**src/verilog/geom_cmd_defines.svh**
```systemverilog
// Purpose: constants for the geometry command decoder
// Assumes: header word carries the type in [31:24], sub-code in [23:16]
// Notes:   definitions only
`ifndef GEOM_CMD_DEFINES_SVH
`define GEOM_CMD_DEFINES_SVH

`define WORD_W          32
`define TYPE_HI         31
`define TYPE_LO         24
`define SUB_HI          23
`define SUB_LO          16
`define FIFO_DEPTH      8

`define T_NOP           8'h20
`define T_BEGIN         8'h21
`define T_END           8'h23
`define T_VERTEX        8'h30
`define T_VERTEX_LOG    8'h32
`define T_VERTEX_NOPLOG 8'h33
`define T_INIT          8'h40
`define T_VIEWPORT      8'h41
`define T_DEPTH         8'h42
`define T_MATRIX        8'h43
`define T_CLIP_XY       8'h44
`define T_CLIP_Z        8'h45
`define T_CLIP_W        8'h46
`define T_LINE2D        8'h72
`define T_LINE2D_ALT    8'h73
`define T_DRAW_MODE     8'hc0
`define T_GEOM_MODE     8'hc1
`define T_SHADOW_XY     8'hc8
`define T_SHADOW_Z      8'hc9
`define T_LOG_BASE      8'hcc
`define T_COLOUR        8'hce
`define T_BEGIN_EXT     8'he1
`define T_END_EXT       8'he3

// sub-code: upper nibble selects clipping, lower nibble the primitive
`define SUB_CLIP_NIB    4'h1
`define SUB_NCLIP_NIB   4'h3
`define P_POINTS        4'h0
`define P_LINES         4'h1
`define P_POLYGON       4'h2
`define P_TRIANGLES     4'h3
`define P_LINE_STRIP    4'h5
`define P_TRI_STRIP     4'h7
`define P_TRI_FAN       4'h8

`define FMT_FLOAT       2'h0
`define FMT_FIXED       2'h1
`define FMT_PACKED_XY   2'h3

`endif

```
**src/verilog/geom_cmd_pkg.sv**
```systemverilog
// Purpose: types shared by the geometry command decoder
// Assumes: nothing
// Notes:   codes are given by the enum order only
package geom_cmd_pkg;
    typedef enum logic [4:0] {
        op_none, op_nop, op_begin, op_end, op_begin_ext, op_end_ext,
        op_vertex, op_vertex_log, op_vertex_log_only, op_init,
        op_viewport, op_depth, op_matrix, op_clip_xy, op_clip_z, op_clip_w,
        op_line2d, op_draw_mode, op_geom_mode, op_shadow_xy, op_shadow_z,
        op_log_base, op_colour, op_illegal
    } op_e;

    typedef enum logic [2:0] {
        prim_points, prim_lines, prim_polygon, prim_triangles,
        prim_line_strip, prim_tri_strip, prim_tri_fan
    } prim_e;

    typedef enum logic [1:0] {
        prim_closed, prim_open_normal, prim_open_ext
    } prim_state_e;
endpackage

```
**src/verilog/cmd_fifo.sv**
```systemverilog
// Purpose: small synchronous FIFO between the display list and the decoder
// Assumes: single clock, synchronous active-low reset
// Notes:   full and empty are exact; no write while full, no read while empty
module cmd_fifo #(
    parameter int WIDTH = 32,
    parameter int DEPTH = 8
) (
    input  wire logic             clk,
    input  wire logic             reset_n,
    input  wire logic             in_valid,
    output logic                  in_ready,
    input  wire logic [WIDTH-1:0] in_data,
    output logic                  out_valid,
    input  wire logic             out_ready,
    output logic      [WIDTH-1:0] out_data
);
    localparam int AW = $clog2(DEPTH);

    logic [WIDTH-1:0] mem [DEPTH];
    logic [AW-1:0]    wr_ptr;
    logic [AW-1:0]    rd_ptr;
    logic [AW:0]      count;

    wire push = in_valid && in_ready;
    wire pop  = out_valid && out_ready;

    assign in_ready  = (count != (AW+1)'(DEPTH));
    assign out_valid = (count != '0);
    assign out_data  = mem[rd_ptr];

    always_ff @(posedge clk) begin
        if (push) begin
            mem[wr_ptr] <= in_data;
        end
    end

    always_ff @(posedge clk) begin
        if (!reset_n) begin
            wr_ptr <= '0;
            rd_ptr <= '0;
            count  <= '0;
        end else begin
            if (push) begin
                wr_ptr <= (wr_ptr == AW'(DEPTH-1)) ? '0 : wr_ptr + 1'b1;
            end
            if (pop) begin
                rd_ptr <= (rd_ptr == AW'(DEPTH-1)) ? '0 : rd_ptr + 1'b1;
            end
            count <= count + (AW+1)'(push) - (AW+1)'(pop);
        end
    end
endmodule

```
**src/verilog/geometry_command_decoder.sv**
```systemverilog
// Purpose: decode geometry display-list header words into operations
// Assumes: headers only arrive here; parameter words are filtered upstream
// Notes:   one decoded header per accepted word, result held until taken
// Behaviour
// - 0x20 nop, 0x21 begin, 0x23 end
// - 0xe1 extended begin, 0xe3 extended end
// - 0x30 vertex draw, 0x32 draw and log
// - 0x33 logs coordinates only, no draw
// - 0x41 loads XY screen scale, offsets
// - 0x42 loads Z screen scale, offset
// - 0x43 loads transformation matrix
// - 0x44/0x45/0x46 load XY, Z, W clip
// - 0x72/0x73 pass to 2D line register
// - 0xc0 draw mode, 0xc1 geometry mode
// - 0xc8 loads shadow XY displacement
// - 0xc9 loads shadow, edge, interpolation Z
// - 0xcc loads coordinate log base address
// - 0xce loads body, shadow, edge colours
// - clipped sub-codes select seven primitives, integer
// - normal begin, select bit: triangles float
// - sub-codes 0x30-0x38 unclipped, integer XY
// - unclipped primitives accept only XY
// - select bit ignored: unclipped, extended begin
// - init resets engine, issued first
// - D field picks parameter format
`include "geom_cmd_defines.svh"
module geometry_command_decoder (
    input  wire logic                  clk,
    input  wire logic                  reset_n,
    input  wire logic                  cmd_valid,
    output logic                       cmd_ready,
    input  wire logic [`WORD_W-1:0]    cmd_word,
    input  wire logic                  fixed_point_select_bit,
    input  wire logic [1:0]            geometry_mode_d_field,
    input  wire logic                  dec_ready,
    output logic                       dec_valid,
    output geom_cmd_pkg::op_e          dec_op,
    output geom_cmd_pkg::prim_e        dec_prim,
    output logic                       dec_clipped,
    output logic                       dec_xy_float,
    output logic                       dec_xy_only,
    output logic                       dec_draws,
    output logic                       dec_logs,
    output logic [1:0]                 dec_param_format,
    output logic                       engine_reset,
    output logic                       engine_ready,
    output logic                       prim_open,
    output logic                       prim_extended,
    output logic                       sequence_error
);

    ////////////////////////////////////////////////////////////////////////
    // input buffering

    logic               hdr_valid;
    logic [`WORD_W-1:0] hdr_word;
    logic               hdr_take;

    cmd_fifo #(
        .WIDTH (`WORD_W),
        .DEPTH (`FIFO_DEPTH)
    ) u_fifo (
        .clk       (clk),
        .reset_n   (reset_n),
        .in_valid  (cmd_valid),
        .in_ready  (cmd_ready),
        .in_data   (cmd_word),
        .out_valid (hdr_valid),
        .out_ready (hdr_take),
        .out_data  (hdr_word)
    );

    ////////////////////////////////////////////////////////////////////////
    // field decode

    wire [7:0] type_code = hdr_word[`TYPE_HI:`TYPE_LO];
    wire [7:0] sub_code  = hdr_word[`SUB_HI:`SUB_LO];
    wire [3:0] sub_hi    = sub_code[7:4];
    wire [3:0] sub_lo    = sub_code[3:0];

    geom_cmd_pkg::op_e next_op;

    always_comb begin
        unique case (type_code)
            `T_NOP:           next_op = geom_cmd_pkg::op_nop;
            `T_BEGIN:         next_op = geom_cmd_pkg::op_begin;
            `T_END:           next_op = geom_cmd_pkg::op_end;
            `T_BEGIN_EXT:     next_op = geom_cmd_pkg::op_begin_ext;
            `T_END_EXT:       next_op = geom_cmd_pkg::op_end_ext;
            `T_VERTEX:        next_op = geom_cmd_pkg::op_vertex;
            `T_VERTEX_LOG:    next_op = geom_cmd_pkg::op_vertex_log;
            `T_VERTEX_NOPLOG: next_op = geom_cmd_pkg::op_vertex_log_only;
            `T_INIT:          next_op = geom_cmd_pkg::op_init;
            `T_VIEWPORT:      next_op = geom_cmd_pkg::op_viewport;
            `T_DEPTH:         next_op = geom_cmd_pkg::op_depth;
            `T_MATRIX:        next_op = geom_cmd_pkg::op_matrix;
            `T_CLIP_XY:       next_op = geom_cmd_pkg::op_clip_xy;
            `T_CLIP_Z:        next_op = geom_cmd_pkg::op_clip_z;
            `T_CLIP_W:        next_op = geom_cmd_pkg::op_clip_w;
            `T_LINE2D:        next_op = geom_cmd_pkg::op_line2d;
            `T_LINE2D_ALT:    next_op = geom_cmd_pkg::op_line2d;
            `T_DRAW_MODE:     next_op = geom_cmd_pkg::op_draw_mode;
            `T_GEOM_MODE:     next_op = geom_cmd_pkg::op_geom_mode;
            `T_SHADOW_XY:     next_op = geom_cmd_pkg::op_shadow_xy;
            `T_SHADOW_Z:      next_op = geom_cmd_pkg::op_shadow_z;
            `T_LOG_BASE:      next_op = geom_cmd_pkg::op_log_base;
            `T_COLOUR:        next_op = geom_cmd_pkg::op_colour;
            default:          next_op = geom_cmd_pkg::op_illegal;
        endcase
    end

    geom_cmd_pkg::prim_e next_prim;
    logic                prim_code_ok;

    always_comb begin
        prim_code_ok = 1'b1;
        unique case (sub_lo)
            `P_POINTS:     next_prim = geom_cmd_pkg::prim_points;
            `P_LINES:      next_prim = geom_cmd_pkg::prim_lines;
            `P_POLYGON:    next_prim = geom_cmd_pkg::prim_polygon;
            `P_TRIANGLES:  next_prim = geom_cmd_pkg::prim_triangles;
            `P_LINE_STRIP: next_prim = geom_cmd_pkg::prim_line_strip;
            `P_TRI_STRIP:  next_prim = geom_cmd_pkg::prim_tri_strip;
            `P_TRI_FAN:    next_prim = geom_cmd_pkg::prim_tri_fan;
            default: begin
                next_prim    = geom_cmd_pkg::prim_points;
                prim_code_ok = 1'b0;
            end
        endcase
    end

    wire is_begin     = (next_op == geom_cmd_pkg::op_begin);
    wire is_begin_ext = (next_op == geom_cmd_pkg::op_begin_ext);
    wire any_begin    = is_begin || is_begin_ext;
    wire sub_clipped  = (sub_hi == `SUB_CLIP_NIB);
    wire sub_nclip    = (sub_hi == `SUB_NCLIP_NIB);
    wire sub_ok       = prim_code_ok && (sub_clipped || sub_nclip);
    wire tri_family   = (next_prim == geom_cmd_pkg::prim_triangles) ||
                        (next_prim == geom_cmd_pkg::prim_tri_strip) ||
                        (next_prim == geom_cmd_pkg::prim_tri_fan);

    // float XY only for a clipped triangle family under the normal begin
    wire next_xy_float = is_begin && sub_clipped && tri_family
                         && fixed_point_select_bit;

    wire is_vertex    = (next_op == geom_cmd_pkg::op_vertex) ||
                        (next_op == geom_cmd_pkg::op_vertex_log) ||
                        (next_op == geom_cmd_pkg::op_vertex_log_only);
    wire is_end       = (next_op == geom_cmd_pkg::op_end) ||
                        (next_op == geom_cmd_pkg::op_end_ext);

    ////////////////////////////////////////////////////////////////////////
    // primitive bracket tracking

    geom_cmd_pkg::prim_state_e pstate;
    geom_cmd_pkg::prim_state_e next_pstate;
    logic                      cur_nclip;
    logic                      bad_seq;

    // malformed headers are still consumed; they raise sequence_error only
    always_comb begin
        next_pstate = pstate;
        bad_seq     = 1'b0;
        unique case (pstate)
            geom_cmd_pkg::prim_closed: begin
                if (is_begin && sub_ok) begin
                    next_pstate = geom_cmd_pkg::prim_open_normal;
                end else if (is_begin_ext && sub_ok) begin
                    next_pstate = geom_cmd_pkg::prim_open_ext;
                end else if (any_begin || is_vertex || is_end) begin
                    bad_seq = 1'b1;
                end
            end
            geom_cmd_pkg::prim_open_normal: begin
                if (next_op == geom_cmd_pkg::op_end) begin
                    next_pstate = geom_cmd_pkg::prim_closed;
                end else if (any_begin || is_end) begin
                    bad_seq = 1'b1;
                end
            end
            geom_cmd_pkg::prim_open_ext: begin
                if (next_op == geom_cmd_pkg::op_end_ext) begin
                    next_pstate = geom_cmd_pkg::prim_closed;
                end else if (any_begin || is_end) begin
                    bad_seq = 1'b1;
                end
            end
            default: begin
                next_pstate = geom_cmd_pkg::prim_closed;
            end
        endcase
        if (next_op == geom_cmd_pkg::op_init) begin
            next_pstate = geom_cmd_pkg::prim_closed;
        end
    end

    // the output stage is a single register; it stalls the FIFO when held
    assign hdr_take = hdr_valid && (!dec_valid || dec_ready);

    always_ff @(posedge clk) begin
        if (!reset_n) begin
            pstate       <= geom_cmd_pkg::prim_closed;
            cur_nclip    <= 1'b0;
            engine_ready <= 1'b0;
        end else if (hdr_take) begin
            pstate <= next_pstate;
            // a refused nested begin must not retarget the open bracket
            if (any_begin && sub_ok && !prim_open) begin
                cur_nclip <= sub_nclip;
            end
            if (next_op == geom_cmd_pkg::op_init) begin
                engine_ready <= 1'b1;
            end
        end
    end

    ////////////////////////////////////////////////////////////////////////
    // output stage

    always_ff @(posedge clk) begin
        if (!reset_n) begin
            dec_valid <= 1'b0;
        end else if (hdr_take) begin
            dec_valid <= 1'b1;
        end else if (dec_ready) begin
            dec_valid <= 1'b0;
        end
    end

    always_ff @(posedge clk) begin
        if (!reset_n) begin
            dec_op           <= geom_cmd_pkg::op_none;
            dec_prim         <= geom_cmd_pkg::prim_points;
            dec_clipped      <= 1'b0;
            dec_xy_float     <= 1'b0;
            dec_xy_only      <= 1'b0;
            dec_draws        <= 1'b0;
            dec_logs         <= 1'b0;
            dec_param_format <= `FMT_FLOAT;
            engine_reset     <= 1'b0;
            sequence_error   <= 1'b0;
        end else if (hdr_take) begin
            dec_op           <= next_op;
            dec_prim         <= next_prim;
            dec_clipped      <= any_begin && sub_clipped;
            dec_xy_float     <= next_xy_float;
            dec_xy_only      <= is_vertex && cur_nclip;
            dec_draws        <= (next_op == geom_cmd_pkg::op_vertex) ||
                                (next_op == geom_cmd_pkg::op_vertex_log);
            dec_logs         <= (next_op == geom_cmd_pkg::op_vertex_log) ||
                                (next_op == geom_cmd_pkg::op_vertex_log_only);
            dec_param_format <= geometry_mode_d_field;
            engine_reset     <= (next_op == geom_cmd_pkg::op_init);
            sequence_error   <= bad_seq || (any_begin && !sub_ok);
        end else if (dec_ready) begin
            engine_reset <= 1'b0;
        end
    end

    assign prim_open     = (pstate != geom_cmd_pkg::prim_closed);
    assign prim_extended = (pstate == geom_cmd_pkg::prim_open_ext);
endmodule

```
**config.mk**
```make
export PLATFORM = sky130hd
export DESIGN_NAME = geometry_command_decoder
export DESIGN_NICKNAME = d
export VERILOG_FILES = /design/src/verilog/geom_cmd_pkg.sv /design/src/verilog/cmd_fifo.sv /design/src/verilog/geometry_command_decoder.sv
export VERILOG_INCLUDE_DIRS = /design/src /design/src/verilog
export SDC_FILE = /design/constraint.sdc
export NUM_CORES = 1
export LEC_CHECK = 0
export ABC_AREA = 1
export BUFFER_PORTS_ARGS = -buffer_cell sky130_fd_sc_hd__clkbuf_2
export CAP_MARGIN = 5
export CORE_AREA = 5 5 162 164
export DETAILED_ROUTE_END_ITERATION = 7
export DIE_AREA = 0 0 167 169
export MAX_ROUTING_LAYER = met4
export PLACE_DENSITY = 0.82
export SKIP_CTS_REPAIR_TIMING = 1
export SYNTH_ARGS = -nofsm -noshare
export SYNTH_HDL_FRONTEND = slang
export SYNTH_HIERARCHICAL = 1
export SYNTH_SLANG_ARGS = --single-unit
```
**constraint.sdc**
```tcl
create_clock -name clk -period 7.74 [get_ports clk]
set_input_delay 0.387 -clock clk [delete_from_list [all_inputs] [get_ports clk]]
set_output_delay 0.387 -clock clk [all_outputs]
set_load 0.01 [all_outputs]
```
==> results of run 1 <==
## per-stage QoR
stage	util (%)	cell area, um2	hold WS [ns]	setup slack, ns
floorplan	-	7890	0.440	5.12
global placement	33.9	8390	0.438	4.41
detailed placement	33.9	8390	0.456	4.29
CTS	36.2	8950	0.216	4.22
global route	36.2	8960	0.232	3.84
finish	36.2	8960	0.227	4.21
## critical path: stages, from the launching register on
cell and delay, ns:
sky130_fd_sc_hd__dfxtp_2 0.31, sky130_fd_sc_hd__buf_4 0.55, sky130_fd_sc_hd__inv_2 0.63, sky130_fd_sc_hd__nand2_1 0.23
sky130_fd_sc_hd__nand3_1 0.08, sky130_fd_sc_hd__nand2_1 0.10, sky130_fd_sc_hd__nand2_1 0.06, sky130_fd_sc_hd__nand2_1 0.14
sky130_fd_sc_hd__nor3b_1 0.66, sky130_fd_sc_hd__nand3_1 0.24, sky130_fd_sc_hd__nand3_2 0.15, sky130_fd_sc_hd__nand3_2 0.07
sky130_fd_sc_hd__nand2_1 0.06, sky130_fd_sc_hd__inv_1 0.03, sky130_fd_sc_hd__nor2_1 0.09
## flip-flops by register name (all words and copies together) (netlist names), named ones only
| name | cells |
|---|---|
| cur_nclip | 1 |
| dec_clipped | 1 |
| dec_draws | 1 |
| dec_logs | 1 |
| dec_op | 5 |
| dec_param_format | 2 |
| dec_prim | 3 |
| dec_valid | 1 |
| dec_xy_float | 1 |
| dec_xy_only | 1 |
| engine_ready | 1 |
| engine_reset | 1 |
| pstate | 2 |
| sequence_error | 1 |
| u_fifo/count | 4 |
| u_fifo/mem | 128 |
| u_fifo/rd_ptr | 3 |
| u_fifo/wr_ptr | 3 |
## metal layers
layer	part of all wire, %	track usage, %	vias to the layer above	wire length, um
met5	0	-	-	0
met4	3.0	5.48	0	499
met3	6.0	3.13	40	1010
met2	47	19.5	175	7970
met1	44	15.1	2725	7430
li1	-	-	2958	-
## power groups by stage
stage / logic [uW] / registers [uW] / clock network [uW]
floorplan: 822 / 1120 / 0
detailed placement: 1050 / 1120 / 0
CTS: 1060 / 1100 / 802
global route: 1210 / 1110 / 835
global placement: 1010 / 1110 / 0
finish: 1060 / 1100 / 788
## final cells by class
type,count,area [um2]
fillers,2379,15800
clock buffers,17,425
flip-flops and latches,163,4550
inverters,186,698
clock inverters,15,136
repair buffers,54,295
diodes,2,5.00
well taps,330,413
multi-input cells,532,2440
## placed cells by master (no fill, tap or decap), types with 6 or more instances in the layout
| cell type | count |
|---|---|
| sky130_fd_sc_hd__nor2_1 | 49 |
| sky130_fd_sc_hd__clkbuf_16 | 17 |
| sky130_fd_sc_hd__o21ai_0 | 6 |
| sky130_fd_sc_hd__nand4_1 | 9 |
| sky130_fd_sc_hd__nand2_1 | 295 |
| sky130_fd_sc_hd__ha_1 | 10 |
| sky130_fd_sc_hd__nor3_2 | 8 |
| sky130_fd_sc_hd__nand3_1 | 104 |
| sky130_fd_sc_hd__edfxtp_1 | 128 |
| sky130_fd_sc_hd__a21oi_1 | 19 |
| sky130_fd_sc_hd__clkbuf_2 | 44 |
| sky130_fd_sc_hd__dfxtp_1 | 34 |
| sky130_fd_sc_hd__buf_4 | 10 |
| sky130_fd_sc_hd__inv_1 | 181 |
## worst max path at each step
| stage | startpoint | end | slack (ns) | depth (start not counted) |
|---|---|---|---|---|
| 6_report | flip-flop | pstate[1] | 4.21 | 14 |
| 5_1_grt | flip-flop | sequence_error | 3.84 | 17 |
| 4_1_cts | flip-flop | pstate[0] | 4.22 | 14 |
| 3_5_place_dp | flip-flop | pstate[1] | 4.29 | 14 |
| 3_3_place_gp | flip-flop | pstate[0] | 4.41 | 14 |
| 2_1_floorplan | u_fifo/count[2] | u_fifo/count[1] | 5.12 | 13 |
==> metrics list, run 1 <==
- Register share of total power: 37.3%
- The worst setup path is captured at a flip-flop.
- Fmax achieved: 283 MHz
* Starting utilization of the core area: 31.9%
- In this run the power density over the cells is 330 nW/um2.
- Worst-case clock skew: 0.00686 ns
- Number of vias per cell after detailed routing: 4.54
- The worst setup path is launched from a flip-flop.
- The die is 169 um tall.
* Critical register-to-register path endpoint: pstate[1]
- Fraction of power spent switching nets: 38.8%
* I/O pin total: 61
- Syn_nets: 974
* Worst Hold End: u_fifo/mem[2][21]
* Layout overhead on the synthesized area: 13.5%
* Placement row count: 58
- Wire length of the first global-routing pass: 27.0 mm
- Clock root buffer master: sky130_fd_sc_hd__clkbuf_16
- Counting instances, the worst hold path has a depth of 1.
- Synthesis produced a netlist whose cell count is 924.
- Mean Syn Cell Area: 8.54 um2
- Register-to-Register Path Depth: 14
- Pint: 1810 uW
- Global routing consumed, over all layers together, 12.4% of the routing resources.
* Number of max-slew violations in the final report: 0
* Final hold violation count: 0
- Sum of routed wire length over all layers: 16.9 mm
* Final weighted congestion of routability-driven global placement: 0.868
- Counting along the longest clock path gives a buffer depth of 2.
- The synthesized netlist occupies a cell area of 7890 um2.
- Vias in the first global route: 5,519
* Status: finished, final reports clean
- The number of antenna violations at the first check in global routing came to 2.
- Input and output buffers added on the ports amount to 44.
* Width of the chip: 167 um
- The completed layout was analyzed and its total power is 2950 uW.
* Final clock period utilization by the worst path: 45.6%
- Worst VDD drop: 0.000161 V
- Net total in the final layout: 1,004
- Setup slack of the most critical reg-to-reg path: 4.21 ns
* Count of placed standard cells in the final layout, fillers left out: 1,299
- The clock network accounts for 26.7% of the total power.
* Total overflow reported by the global router: 0
* Path category of the worst min-delay check: in2reg
- TritonCTS built the clock tree.
- Pin count of the biggest net entering global routing: 66
- Data on the critical path is required at its endpoint by 8.10 ns.
- P_sw: 1150 uW
- Number of max-capacitance violations reported: 0
- Setup repair after global routing missed its margin: no
* Shortest period the worst path allows: 3.53 ns
* Share of final-layout standard cells stronger than drive strength 1: 11.6%
* Clock slew at the register clock pins of the worst setup and hold paths: 0.06 ns
* Leakage power: 0.00425 uW
- Power share of the combinational group: 36.0%
- In this run the number of H-tree levels came out at 4.
- Tightest Pin Transition: 1.08 ns
- Clock tree synthesis found a total of 163 sinks.
- Final setup vio count: 0
- The worst hold path begins at cmd_word[21].
* Placeable core region: 24,700 um2
- For the final routed database, the setup TNS stands at 0 ns.
- Total Die Area: 28,200 um2
- Yosys synthesis warning count: 6
* Starting DRC count in detailed routing: 463
* Worst path arrival time: 3.89 ns
- Cell total after placement: 1,265
* Estimated wirelength of the detail-placed design: 10.6 mm
- Number of search-and-repair iterations in the first detailed-routing pass: 5
- Wire per inst: 13.0 um
- The routed layout has 5,898 vias.
* Critical setup path kind: reg2reg
- Cts bufs inserted: 17
- DRC Markers: 0
- Antenna-violating nets left: 0
- At the later pin of the worst-skew pair, clock insertion delay measures 0.42 ns.
- Worst Path Max Fanout: 65
* Slew HR: 27.6%
No activity file was read; power rests on OpenSTA's default activity.
==> inputs of run 2 (changes only) <==
==> constraint.sdc (replaced) <==
create_clock -name clk -period 3.54 [get_ports clk]
set_input_delay 0.177 -clock clk [delete_from_list [all_inputs] [get_ports clk]]
set_output_delay 0.177 -clock clk [all_outputs]
set_load 0.01 [all_outputs]
==> run 2 against run 1 <==
- worst setup slack worse by 3.4 ns
- clock skew about the same
- highest routed layer unchanged
- sequential share of layout area down 0.57 points
- critical endpoint is now u_fifo/count[2]
==> metrics list, run 2 (synthesized netlist as in run 1, its figures left out) <==
- Status: finished, final reports clean
* Number of search-and-repair iterations in the first detailed-routing pass: 8 (+3)
- Number of vias per cell after detailed routing: 4.52 (-0.47%)
* Starting utilization of the core area: 31.9% (unchanged)
* Critical register-to-register path endpoint: u_fifo/count[2]
- From synthesis to final layout, the design area changed by 14.8%.
- The y dimension of the die was 169 um (unchanged).
- Maximum count of clock buffers along a single path: 2 (unchanged)
- In the layout the commonest cells are sky130_fd_sc_hd__nand2_1 (295), sky130_fd_sc_hd__inv_1 (181), sky130_fd_sc_hd__edfxtp_1 (128).
- STA classifies the critical path endpoint as a flip-flop.
* Net total in the final layout: 1,011 (+0.70%)
- Sum of routed wire length over all layers: 17.3 mm (+2.2%)
* Wire length of the first global-routing pass: 27.7 mm (+2.9%)
- The count of nets left with antenna violations after detail routing came to 0 (unchanged).
- Final setup vio count: 0 (unchanged)
- The pin count of the biggest net entering global routing came to 65 (-1.5%).
* P_sw: 2510 uW (+120%)
- Clock network latency to the later pin of the worst-skew pair: 0.42 ns (about the same)
- Register-to-Register Path Depth: 13 (-1)
* Critical path, cell by cell: inv_1 > ha_1 > nand3_1 > nand2_1 > inv_1 > and2_1 > ha_1 > inv_1 > ha_1 > fa_1 > nand2_1 > nand2_1 > nor2_1
* Clock root buffer master: sky130_fd_sc_hd__clkbuf_16
- The number of violations reported at the end of detailed-routing iteration 0 came to 433 (-6.5%).
- Largest register by flop count: u_fifo/mem
- The clock transition at the register clock pins on the worst setup and hold paths after CTS is 0.06 ns (about the same).
* Worst Hold End: u_fifo/mem[1][21]
- The tightest min-delay check is of the in2reg type.
- The number of antenna violations at the first check in global routing was 1 (-1).
- The arrival time of the worst setup path was 3.08 ns (-0.81 ns).
- Number of max-capacitance violations reported: 0 (unchanged)
* I/O pin total: 61 (unchanged)
- Shortest period the worst path allows: 2.72 ns (-0.809 ns)
- The total global routing overflow is 0 (unchanged).
- The average routed wire per standard cell is 13.3 um (+1.8%).
* Power share of the combinational group: 36.3% (+0.3 points)
- The number of global-route vias before repair was 5,658 (+2.5%).
- The largest registers in the layout are u_fifo/mem (128), dec_op (5), u_fifo/count (4).
- The largest individual stage delay along the critical path comes from the cell sky130_fd_sc_hd__nand2_1.
* Setup slack of the most critical reg-to-reg path: 0.82 ns (-3.39 ns)
- Port buffer count: 44 (unchanged)
- H-tree depth: 4 (unchanged)
* CTS tree: built
* Slew HR: 54.1% (+27 points)
- Final weighted congestion of routability-driven global placement: 0.833 (-4.0%)
- The power per standard cell area is 734 nW/um2 (+120%).
- The count of clock tree sinks came to 163 (unchanged).
* Commonest non-fill, non-tap cell in the layout: sky130_fd_sc_hd__nand2_1
- Cts bufs inserted: 17 (unchanged)
* Placement row count: 58 (unchanged)
- Worst VDD drop: 0.000421 V (+160%)
* DRC Markers: 0 (unchanged)
- Required time of the critical path: 3.90 ns (-4.20 ns)
* Element type at the critical path start: flip-flop
- The internal power was 4140 uW (+130%).
* Fraction of power spent switching nets: 37.7% (-1.1 points)
* Worst Path Max Fanout: 13 (-80%)
- Share of final-layout standard cells stronger than drive strength 1: 12.0% (+0.44 points)
* Clock power share: 27.7% (+1.0 points)
- Setup repair after global routing missed its margin: no
- Number of max-slew violations in the final report: 0 (unchanged)
* Max incr delay on CP: 0.43 ns (-0.23 ns)
* Startpoint of the most critical register-to-register path: u_fifo/count[2]
- Number of flip-flops in the largest register: 128 (unchanged)
- The half-perimeter wire length after placement was 10.9 mm (+3.0%).
- The floorplan core area was 24,700 um2 (unchanged).
- The floorplan die area is 28,200 um2 (unchanged).
* Count of vias placed by the detailed router: 5,893 (-0.085%)
* Final hold violation count: 0 (unchanged)
- Worst slack at placement: 0.812 ns (-3.47 ns)
* Number of buffers and inverters on the critical path: 3 (unchanged)
* Worst min-delay path startpoint: cmd_word[21]
- Worst-case clock skew: 0.00688 ns (+0.0000222 ns)
- Leakage power: 0.00429 uW (+0.94%)
- The final cycle utilization of the critical path was 76.8% (+31 points).
- The total global routing track utilization came to 12.6% (+0.26 points).
* Fmax achieved: 368 MHz (+30%)
* Critical setup path kind: reg2reg
- The slew at the pin closest to its max-slew limit came to 0.688 ns (-0.397 ns).
* Width of the chip: 167 um (unchanged)
* Setup TNS: 0 ns (unchanged)
- Broken down by cell family, the worst path's largest delay share belongs to adder cells.
- The final core area utilization came to 36.6% (+0.41 points).
- The depth of the worst hold-timing path came to 1 (unchanged).
* Register share of total power: 36.0% (-1.3 points)
* Setup slack after layout: 0.821 ns (-3.39 ns)
* Fillers: 2,372 (-0.29%)
==> run 2: changes by cell type in the layout (fill, tap and decap cells not counted), moves of 2 or more <==
cell,change
sky130_fd_sc_hd__buf_12,+2
sky130_fd_sc_hd__buf_4,+5
sky130_fd_sc_hd__bufinv_16,+2
sky130_fd_sc_hd__clkbuf_1,+3
sky130_fd_sc_hd__clkinv_1,-2
sky130_fd_sc_hd__clkinv_2,-3
sky130_fd_sc_hd__clkinv_4,-3
sky130_fd_sc_hd__clkinvlp_4,+3
==> run 2: worst max-delay path by stage <==
stage,endpoint,start,cells past startpoint,slack (ns)
6_report,u_fifo/count[2],u_fifo/count[2],13,0.82
5_1_grt,u_fifo/count[2],u_fifo/count[2],13,0.61
4_1_cts,u_fifo/count[2],u_fifo/count[2],13,0.79
3_5_place_dp,u_fifo/count[2],u_fifo/count[2],13,0.81
3_3_place_gp,u_fifo/count[2],u_fifo/count[2],13,0.90
2_1_floorplan,u_fifo/count[1],u_fifo/count[2],13,0.92
==> run 2: power by group through the flow <==
stage | Combinational [uW] | Sequential (uW) | Clock, uW
2_1_floorplan | 1800 | 2450 | 0
3_3_place_gp | 2290 | 2420 | 0
3_5_place_dp | 2380 | 2440 | 0
4_1_cts | 2400 | 2400 | 1870
5_1_grt | 2730 | 2420 | 1940
6_report | 2410 | 2400 | 1840
==> run 2: area by class of cell <==
| type | count | area, um2 | share of cell area [%] |
|---|---|---|---|
| flip-flops and latches | 163 | 4550 | 50.2 |
| repair buffers | 61 | 373 | 4.12 |
| well taps | 330 | 413 | 4.56 |
| multi-input cells | 532 | 2440 | 26.9 |
| clock buffers | 20 | 437 | 4.82 |
| inverters | 186 | 698 | 7.71 |
| diodes | 1 | 2.50 | 0.0276 |
| clock inverters | 11 | 151 | 1.67 |
==> run 2: stage by stage <==
| step | cell area [um2] | power (uW) | hold WS [ns] | instances |
|---|---|---|---|---|
| global route | 9060 | 7090 | 0.0302 | 1304 |
| CTS | 9060 | 6670 | 0.0176 | 1303 |
| finish | 9060 | 6650 | 0.0286 | 1304 |
| global placement | 8470 | 4720 | 0.436 | 1272 |
| floorplan | 7890 | 4240 | 0.276 | 924 |
| detailed placement | 8470 | 4820 | 0.453 | 1272 |
==> run 2: per-layer routing <==
layer | vias to the layer above | routed length (um) | global-route usage [%]
met5 | - | 0 | -
met4 | 0 | 221 | 4.02
met3 | 23 | 1150 | 2.97
met2 | 190 | 8410 | 20.8
met1 | 2720 | 7500 | 15.5
li1 | 2960 | - | -
